`src/rtl/twdfp_map.vh`:
```
`ifndef TWDFP_MAP_VH
`define TWDFP_MAP_VH

// Data register targets selected by target_r
`define TWDFP_ADDR_PART_ID 8'h00
`define TWDFP_ADDR_SIL_REV 8'h01
`define TWDFP_ADDR_FP_CTL 8'h02
`define TWDFP_ADDR_FP_DATA 8'hB4

// Reset values
`define TWDFP_RST_TARGET 8'h00
`define TWDFP_RST_FP_CTL 8'h00
`define TWDFP_RST_FP_DATA 8'h00

// Read value for an unmapped target
`define TWDFP_UNMAPPED_VAL 8'h00

// Unlock codes, in order
`define TWDFP_UNLOCK_FIRST 8'h02
`define TWDFP_UNLOCK_SECOND 8'h01

// Flash command codes
`define TWDFP_CMD_BLK_READ 8'h06
`define TWDFP_CMD_BLK_WRITE 8'h07
`define TWDFP_CMD_PAGE_ERASE 8'h08
`define TWDFP_CMD_DEV_ERASE 8'h03

// Instruction field: bit 0 write, bit 1 address access
`define TWDFP_INS_WRITE_BIT 0
`define TWDFP_INS_ADDR_BIT 1

// Index of the last bit in each link frame field
`define TWDFP_INS_BITS 3'h1
`define TWDFP_DATA_LAST 3'h7

`endif

```
`src/rtl/twdfp_pin_sync.v`:
```
`timescale 1ns/1ps
`default_nettype none

module twdfp_pin_sync #(
  parameter WIDTH = 2
) (
  input wire clk,
  input wire rstn,
  input wire [WIDTH-1:0] pin_in,
  output reg [WIDTH-1:0] level_r
);

  reg [WIDTH-1:0] stage1_r;
  reg [WIDTH-1:0] stage2_r;
  reg [WIDTH-1:0] stage3_r;
  integer i;

  // Level moves only once stages two and three agree
  always @(posedge clk or negedge rstn) begin
    if (!rstn) begin
      stage1_r <= {WIDTH{1'b0}};
      stage2_r <= {WIDTH{1'b0}};
      stage3_r <= {WIDTH{1'b0}};
      level_r <= {WIDTH{1'b0}};
    end else begin
      stage1_r <= pin_in;
      stage2_r <= stage1_r;
      stage3_r <= stage2_r;
      for (i = 0; i < WIDTH; i = i + 1) begin
        if (stage2_r[i] == stage3_r[i]) begin
          level_r[i] <= stage3_r[i];
        end
      end
    end
  end

endmodule

`default_nettype wire

```
`src/rtl/twdfp_port.v`:
```
`timescale 1ns/1ps
`default_nettype none
`include "twdfp_map.vh"

module twdfp_port #(
  parameter [7:0] PART_ID = 8'h5A, // Arbitrary value
  parameter [7:0] SIL_REV = 8'h11 // Arbitrary value
) (
  input wire clk,
  input wire rstn,
  input wire link_clock_pin,
  input wire link_data_pin_in,
  output reg link_data_pin_out,
  output reg link_data_pin_oe,
  input wire core_halted,
  output reg pins_borrowed_r,
  output reg prog_enabled_r,
  output reg [7:0] fp_byte_r,
  output reg fp_byte_valid_r,
  output reg fp_byte_is_cmd_r,
  output reg cmd_blk_read_r,
  output reg cmd_blk_write_r,
  output reg cmd_page_erase_r,
  output reg cmd_dev_erase_r,
  input wire [7:0] flash_rd_data,
  input wire flash_rd_valid,
  input wire flash_cmd_done
);

  localparam ST_IDLE = 3'h0;
  localparam ST_INS = 3'h1;
  localparam ST_WDAT = 3'h2;
  localparam ST_ACK = 3'h3;
  localparam ST_TURN = 3'h4;
  localparam ST_RDAT = 3'h5;

  wire [1:0] pin_level;
  reg clk_prev_r;
  reg [2:0] state_r;
  reg [2:0] bit_cnt_r;
  reg [1:0] ins_r;
  reg [7:0] shift_r;
  reg [7:0] target_r;
  reg [7:0] fp_ctl_r;
  reg [7:0] fp_data_r;
  reg unlock_armed_r;
  reg in_cmd_r;
  wire link_clk_lvl;
  wire link_dat_lvl;
  wire rise;
  wire [1:0] ins_full;
  wire [7:0] wbyte;
  wire commit;
  wire wr_target;
  wire wr_ctl;
  wire wr_data;

  // Link clock is sampled, not used as a clock
  twdfp_pin_sync #(.WIDTH(2)) u_sync (
    .clk(clk),
    .rstn(rstn),
    .pin_in({link_data_pin_in, link_clock_pin}),
    .level_r(pin_level)
  );

  assign link_clk_lvl = pin_level[0];
  assign link_dat_lvl = pin_level[1];
  assign rise = link_clk_lvl & ~clk_prev_r & core_halted;
  assign ins_full = {link_dat_lvl, ins_r[1]};
  assign wbyte = {link_dat_lvl, shift_r[7:1]};
  assign commit = rise && (state_r == ST_WDAT) && (bit_cnt_r == `TWDFP_DATA_LAST);
  assign wr_target = commit && ins_r[`TWDFP_INS_ADDR_BIT];
  assign wr_ctl = commit && !ins_r[`TWDFP_INS_ADDR_BIT] && (target_r == `TWDFP_ADDR_FP_CTL);
  assign wr_data = commit && !ins_r[`TWDFP_INS_ADDR_BIT] && (target_r == `TWDFP_ADDR_FP_DATA);

  // Read mux; one function serves address and data reads
  function [7:0] read_value;
    input addr_access;
    input [7:0] tgt;
    input [7:0] ctl;
    input [7:0] dat;
    begin
      if (addr_access) begin
        read_value = tgt;
      end else begin
        case (tgt)
          `TWDFP_ADDR_PART_ID: read_value = PART_ID;
          `TWDFP_ADDR_SIL_REV: read_value = SIL_REV;
          `TWDFP_ADDR_FP_CTL: read_value = ctl;
          `TWDFP_ADDR_FP_DATA: read_value = dat;
          default: read_value = `TWDFP_UNMAPPED_VAL;
        endcase
      end
    end
  endfunction

  // Frame engine: start bit, 2 instruction bits, then data or turnaround
  always @(posedge clk or negedge rstn) begin
    if (!rstn) begin
      clk_prev_r <= 1'b0;
      state_r <= ST_IDLE;
      bit_cnt_r <= 3'h0;
      ins_r <= 2'h0;
      shift_r <= 8'h00;
      link_data_pin_out <= 1'b0;
      link_data_pin_oe <= 1'b0;
      pins_borrowed_r <= 1'b0;
    end else begin
      clk_prev_r <= link_clk_lvl;
      pins_borrowed_r <= core_halted;
      if (!core_halted) begin
        // Abandon any frame; never drive a pin the user owns
        state_r <= ST_IDLE;
        link_data_pin_oe <= 1'b0;
      end else if (rise) begin
        case (state_r)
          ST_IDLE: begin
            if (link_dat_lvl) begin
              state_r <= ST_INS;
              bit_cnt_r <= 3'h0;
            end
          end
          ST_INS: begin
            ins_r <= ins_full;
            bit_cnt_r <= bit_cnt_r + 3'h1;
            if (bit_cnt_r == `TWDFP_INS_BITS) begin
              bit_cnt_r <= 3'h0;
              if (ins_full[`TWDFP_INS_WRITE_BIT]) begin
                state_r <= ST_WDAT;
              end else begin
                state_r <= ST_TURN;
                shift_r <= read_value(ins_full[`TWDFP_INS_ADDR_BIT], target_r, fp_ctl_r, fp_data_r);
              end
            end
          end
          ST_WDAT: begin
            shift_r <= wbyte;
            bit_cnt_r <= bit_cnt_r + 3'h1;
            if (bit_cnt_r == `TWDFP_DATA_LAST) begin
              state_r <= ST_ACK;
              link_data_pin_out <= 1'b1;
              link_data_pin_oe <= 1'b1;
            end
          end
          ST_ACK: begin
            link_data_pin_oe <= 1'b0;
            state_r <= ST_IDLE;
          end
          ST_TURN: begin
            link_data_pin_out <= shift_r[0];
            link_data_pin_oe <= 1'b1;
            shift_r <= {1'b0, shift_r[7:1]};
            bit_cnt_r <= 3'h0;
            state_r <= ST_RDAT;
          end
          ST_RDAT: begin
            bit_cnt_r <= bit_cnt_r + 3'h1;
            if (bit_cnt_r == `TWDFP_DATA_LAST) begin
              link_data_pin_oe <= 1'b0;
              state_r <= ST_IDLE;
            end else begin
              link_data_pin_out <= shift_r[0];
              shift_r <= {1'b0, shift_r[7:1]};
            end
          end
          default: begin
            state_r <= ST_IDLE;
            link_data_pin_oe <= 1'b0;
          end
        endcase
      end
    end
  end

  // Registers, unlock sequence and flash byte stream
  always @(posedge clk or negedge rstn) begin
    if (!rstn) begin
      target_r <= `TWDFP_RST_TARGET;
      fp_ctl_r <= `TWDFP_RST_FP_CTL;
      fp_data_r <= `TWDFP_RST_FP_DATA;
      unlock_armed_r <= 1'b0;
      prog_enabled_r <= 1'b0;
      in_cmd_r <= 1'b1;
      fp_byte_r <= 8'h00;
      fp_byte_valid_r <= 1'b0;
      fp_byte_is_cmd_r <= 1'b0;
      cmd_blk_read_r <= 1'b0;
      cmd_blk_write_r <= 1'b0;
      cmd_page_erase_r <= 1'b0;
      cmd_dev_erase_r <= 1'b0;
    end else begin
      fp_byte_valid_r <= 1'b0;
      fp_byte_is_cmd_r <= 1'b0;
      cmd_blk_read_r <= 1'b0;
      cmd_blk_write_r <= 1'b0;
      cmd_page_erase_r <= 1'b0;
      cmd_dev_erase_r <= 1'b0;
      if (wr_target) begin
        target_r <= wbyte;
      end
      if (wr_ctl) begin
        fp_ctl_r <= wbyte;
        // Any other fp_ctl_r write between the two codes restarts the sequence
        unlock_armed_r <= (wbyte == `TWDFP_UNLOCK_FIRST);
        if (unlock_armed_r && (wbyte == `TWDFP_UNLOCK_SECOND)) begin
          prog_enabled_r <= 1'b1;
        end
      end
      if (flash_rd_valid) begin
        fp_data_r <= flash_rd_data;
      end
      if (flash_cmd_done) begin
        in_cmd_r <= 1'b1;
      end
      // Bytes before unlock are stored but not forwarded to flash
      if (wr_data) begin
        fp_data_r <= wbyte;
        if (prog_enabled_r) begin
          fp_byte_r <= wbyte;
          fp_byte_valid_r <= 1'b1;
          fp_byte_is_cmd_r <= in_cmd_r;
          if (in_cmd_r) begin
            case (wbyte)
              `TWDFP_CMD_BLK_READ: begin
                cmd_blk_read_r <= 1'b1;
                in_cmd_r <= 1'b0;
              end
              `TWDFP_CMD_BLK_WRITE: begin
                cmd_blk_write_r <= 1'b1;
                in_cmd_r <= 1'b0;
              end
              `TWDFP_CMD_PAGE_ERASE: begin
                cmd_page_erase_r <= 1'b1;
                in_cmd_r <= 1'b0;
              end
              `TWDFP_CMD_DEV_ERASE: begin
                cmd_dev_erase_r <= 1'b1;
                in_cmd_r <= 1'b0;
              end
              default: in_cmd_r <= 1'b1;
            endcase
          end
        end
      end
    end
  end

endmodule

`default_nettype wire

```
`config.mk`:
```
export PLATFORM = sky130hd
export DESIGN_NAME = twdfp_port
export DESIGN_NICKNAME = d
export VERILOG_FILES = /design/src/rtl/twdfp_pin_sync.v /design/src/rtl/twdfp_port.v
export VERILOG_INCLUDE_DIRS = /design/src /design/src/rtl
export SDC_FILE = /design/constraint.sdc
export NUM_CORES = 1
export LEC_CHECK = 0
export ABC_CLOCK_PERIOD_IN_PS = 6050
export BUFFER_PORTS_ARGS = -buffer_cell sky130_fd_sc_hd__buf_2
export CELL_PAD_IN_SITES_DETAIL_PLACEMENT = 0
export CELL_PAD_IN_SITES_GLOBAL_PLACEMENT = 1
export CORE_ASPECT_RATIO = 1.1
export CORE_UTILIZATION = 39
export DETAILED_ROUTE_END_ITERATION = 8
export PLACE_DENSITY = 0.67
export SKIP_LAST_GASP = 1
export SYNTH_ARGS = -nofsm -noshare
export SYNTH_HDL_FRONTEND = slang
export SYNTH_HIERARCHICAL = 1
export SYNTH_SLANG_ARGS = --single-unit
```
`constraint.sdc`:
```
create_clock -name clk -period 6.05 [get_ports clk]
set_input_delay 0.3025 -clock clk [delete_from_list [all_inputs] [get_ports clk]]
set_output_delay 0.3025 -clock clk [all_outputs]
set_load 0.01 [all_outputs]
```
Word-level counts from Yosys, hierarchy flattened --
Cells that the tools add are included. Widths: inputs -> output; s select.
Storage, ports and cells: register bits after elaboration 69, logic and storage cells 134, bits of input ports 15
Cells by class: muxes and demuxes 51, equal/unequal tests 28, bitwise logic cells 3, reductions and logical operators 25, add/sub/neg operators 1
Operator list (count):
- $pmux 8 s4 | 2
- $mux 8 | 6
- $mux 1 | 30
- $mux 3 | 9
- $eq 8x2->1 const B | 3
- $eq 8x1->1 const B | 2
- $eq 8x3->1 const B | 2
- $pmux 3 s5 | 1
- $pmux 3 s4 | 1
- $reduce_and 5->1 | 2
- $eq 3x3->1 const B | 3
- $eq 8x4->1 const B | 1
- $eq 8x8->1 const B | 1
- $logic_not 8->1 | 1
- $ne 2x2->1 const B | 4
- $reduce_and 4->1 | 2
- $reduce_bool 4->1 | 2
- $logic_and 1x1->1 | 7
- $eq 3x1->1 const B | 2
- $ne 2x1->1 const B | 3
- $ne 3x2->1 const B | 2
- $ne 3x3->1 const B | 2
- $reduce_and 6->1 | 1
- $pmux 1 s4 | 1
- 14 further kinds | 18

Depth between registers and ports, before layout --
depth after elaboration 8, gate-level depth with buffers 8, mapped depth without buffers 7

Modules after synthesis --
Netlist, hierarchy kept.
By module, submodules not included:
- twdfp_port | instances 1, area each 2982.9 µm², seq. area each 1502.7 µm², cells an instance 277
- twdfp_pin_sync | instances 1, area each 222.7 µm², seq. area each 200.2 µm², cells an instance 10

Worst setup path after synthesis --
No wires, ideal clock.
kind reg2reg, start point register target_r[4], end point register fp_ctl_r[2], clock period less this slack 2.068 ns, stages on the path, launching flop included 7, path slack 3.982 ns, required time 5.925 ns, library setup time 0.125 ns, arrival 1.942 ns, buffers on the path 2, cell sequence dfrtp_1 > nor4_4 > and4_1 > buf_4 > or3b_4 > buf_6 > mux2_4
Between the ends: longest elaborated chain between the ends 2
RTL lines:
- start: declaration | line twdfp_port.v:43 | reg [7:0] target_r;
- start signal: assignment | line twdfp_port.v:178 | target_r <= `TWDFP_RST_TARGET;
- start signal: assignment | line twdfp_port.v:199 | target_r <= wbyte;
- $eq 8x2->1
- $logic_and 1x1->1 | line twdfp_port.v:73 | assign wr_ctl = commit && !ins_r[`TWDFP_INS_ADDR_BIT] && (target_r == `TWDFP_ADDR_FP_CTL);
- end signal: assignment | line twdfp_port.v:179 | fp_ctl_r <= `TWDFP_RST_FP_CTL;
- end signal: assignment | line twdfp_port.v:202 | fp_ctl_r <= wbyte;
- end: declaration | line twdfp_port.v:44 | reg [7:0] fp_ctl_r;
No other way between the ends. A chain may end at the register's enable or synchronous reset.

Worst setup path in the final report --
start point register state_r[1], end point register cmd_page_erase_r
Between the ends: longest elaborated chain between the ends 6
RTL lines:
- start: declaration | line twdfp_port.v:39 | reg [2:0] state_r;
- start signal: assignment | line twdfp_port.v:101 | state_r <= ST_IDLE;
- start signal: assignment | line twdfp_port.v:113 | state_r <= ST_IDLE;
- start signal: assignment | line twdfp_port.v:119 | state_r <= ST_INS;
- $eq 3x2->1 | line twdfp_port.v:71 | assign commit = rise && (state_r == ST_WDAT) && (bit_cnt_r == `TWDFP_DATA_LAST);
- $logic_and 1x1->1 (2 in a row) | line twdfp_port.v:71
- $logic_and 1x1->1 (2 in a row) | line twdfp_port.v:74 | assign wr_data = commit && !ins_r[`TWDFP_INS_ADDR_BIT] && (target_r == `TWDFP_ADDR_FP_DATA);
- $mux 1 | line twdfp_port.v:216 | if (wr_data) begin
- end signal: assignment | line twdfp_port.v:189 | cmd_page_erase_r <= 1'b0;
- end signal: assignment | line twdfp_port.v:196 | cmd_page_erase_r <= 1'b0;
- end signal: assignment | line twdfp_port.v:233 | cmd_page_erase_r <= 1'b1;
- end: declaration | line twdfp_port.v:23 | output reg cmd_page_erase_r,
No other way between the ends.

==> results.toml <==
[synthesis]
synth-seq-area-share = 0.531
synth_top_family_by_area = "compound AO/OA/AOI/OAI gates"
synthCells = 287
syn_area_um2 = 3210
ys_types = 61
netlist.area_leader.share = 0.523
ys_warn_count = 6
synth_compound_area_frac = 0.148
yosysMostFrequentCell = "dfrtp_1"
synth_adder_area_share = 0.0187
muxShareOfSynthArea = 0.121
synth_top_area_cell = "dfrtp_1"
synth-simple-area-share = 0.148
synth_edf_count = 0
synth_ff_type = "dfrtp_1"
ys_top_cells_by_count = "dfrtp_1, nand2_1, o21ai_0"
synth.avg_cell_area_um2 = 11.2
syn_nets = 305
ys_ff_latch = 68
synthTopCellsByArea = "dfrtp_1, mux2_2, o21ai_0, nand2_1, mux2i_1"
synth-xor-area-share = 0
ys_async_sr_fraction = 1.00

[routing]
vias = 2314
first_pass_iters = 4
drt_iter0_drc = 185
postRouteAntennaNets = 0
drc_errors = 0
post_drt_via_cell_ratio = 5.38
wl_per_cell_um = 17.0
totalWireLength_mm = 7.32

[sta]
fin_ws_ps = 3390
slew_headroom = 0.346
setup_viol = 0
slew_viol_final = 0
fin_tns_setup_ps = 0
final_hold_viol_count = 0
fin_crit_ps = 2660
fmax_ghz = 0.377
finalCritPeriodShare = 0.439
skew_ps = 6.75
grt_setup_unrepaired = "no"
worst-slew-pin-transition_ps = 980

[clock_tree]
cts_root_buf = "clkbuf_8"
numClockSinks = 68
postCtsSetupRepairBufs = 0
clk_pin_slew_worst_paths_ps = 70
postCtsHoldBufs = 0
tritoncts = "yes"
cts.htree.levels = 3
clk_latency_ps = 340
cts_buffers = 9
clock_path_buffers = 2
ctsResizeCount = 0

[cells_and_area]
nFillCells = 773
nets = 335
multi_input_area_um2 = 1400
layout-drive-gt1-share = 0.267
syn2layout_area_growth_pct = 14.1
diodes = 0
seq_area_um2 = 1700

[place]
hpwl_mm = 4.87
gp_congestion = 0.830
place_ws_ps = 3420
io_buffers = 32

[floorplanning]
initial_core_util = 0.403
fp.dieArea_um2 = 8590
rows = 34
die_width_um = 88.4
die_y_um = 97.1
core-area_um2 = 7960
ios = 33

[setup_path]
rr_startpoint = "state_r[1]$_DFFE_PN0P_"
cp_max_fo = 18
cp-start-kind = "register"
cp.arrival_ps = 2890
worstSetupPathType = "reg2reg"
cp-startpoint = "state_r[1]$_DFFE_PN0P_"
setup.worst_path.end_class = "register"
required_ps = 6290

[grt]
grt_pass1_wl_mm = 12.1
grt_max_degree = 69
grt_pass1_vias = 2237
track_usage = 0.190
antenna_found_initial = 0
gr-total-overflow = 0

[pwr]
vdd_ir_drop_max_uv = 134
p_per_area_nw_per_um2 = 285
p_leak_nw = 1.75

[hold_path]
hold_path.class = "in2reg"
worstHoldStart = "link_clock_pin"

[flow_run]
drv_cap = 0

[run_status]
status = "completed"
[placed cells by master, fill, tap and decap left out, types with 2 or more instances in the layout]
cell type	n
nand2_1	30
ha_1	3
a221oi_1	2
mux2_4	5
a32o_1	4
clkinv_4	2
nor2_1	15
a22o_1	3
dfrtp_1	67
inv_1	11
or4_1	2
and4_1	2
buf_2	32
nor3_1	2
mux2i_1	10
or3_1	2
o21ai_0	23
nand2b_1	2
nand3_1	7
nor2b_1	3
o31ai_1	3
a31oi_1	3
mux2_2	19
a21oi_1	14
clkbuf_8	11
a21boi_0	4
maj3_2	2
nor4_1	3
[sequential cells by signal, indices dropped and copies added, names as in the netlist, 2 cells and up]
signal           flops
fp_byte_r            8
u_sync/stage3_r      2
shift_r              8
fp_data_r            8
bit_cnt_r            3
u_sync/level_r       2
target_r             8
fp_ctl_r             8
state_r              3
u_sync/stage2_r      2
u_sync/stage1_r      2
[routing by layer]
metal  track usage  vias to the layer above  share of wire
li1              -                     1109              -
met1         0.278                     1144           0.47
met2         0.280                       53           0.48
met3        0.0459                        8          0.040
met4        0.0521                        0          0.011
met5             0                        -              0
[logic make-up after synthesis]
group,count (synthesis)
buffers and inverters,25
AO/OA/AOI/OAI,71
adder cells (fa/ha/maj),5
flip-flops,68
AND/OR/NAND/NOR,84
multiplexers,34
[stage by stage]
stage / instance area, µm² / power [mW] / hold WS [ps] / utilization / cells
global route: 3660 / 1.10 / 46.4 / 0.460 / 430
global placement: 3440 / 0.662 / 335 / 0.433 / 414
finish: 3660 / 1.04 / 62.3 / 0.460 / 430
CTS: 3660 / 1.05 / 50.4 / 0.460 / 430
detailed placement: 3440 / 0.663 / 336 / 0.433 / 414
floorplan: 3210 / 0.606 / 6.91 / - / 287
[worst paths after layout]
kind,end,slack [ps],cells past startpoint
setup / recovery,cmd_page_erase_r$_DFF_PN0_,3390,5
hold / removal,u_sync/stage1_r[0]$_DFF_PN0_,60,1
setup reg to reg,cmd_page_erase_r$_DFF_PN0_,3390,5
hold reg to reg,u_sync/stage2_r[0]$_DFF_PN0_,350,0
max in group asynchronous,fp_data_r[1]$_DFFE_PN0P_,5340,2
min in group asynchronous,bit_cnt_r[2]$_DFFE_PN0P_,150,2
[critical path, cell delays in order, from the launching register on]
cell	delay, ps
dfrtp_1	560
nor3b_2	470
nand3_1	250
nor3_4	630
nand3_1	310
nor4b_1	340
[final cells by class]
| cell class | count | share of cell area |
|---|---|---|
| inverters | 11 | 0.0113 |
| multi-input cells | 194 | 0.382 |
| flip-flops and latches | 68 | 0.466 |
| clock buffers | 11 | 0.0414 |
| well taps | 108 | 0.0370 |
| repair buffers | 33 | 0.0459 |
| clock inverters | 5 | 0.0164 |
[power by group]
group          switching, mW  internal, mW  total, mW
Combinational         0.0530        0.0474      0.100
Clock                  0.176         0.213      0.390
Sequential            0.0684         0.484      0.553
(Power assumes the default switching activity.)
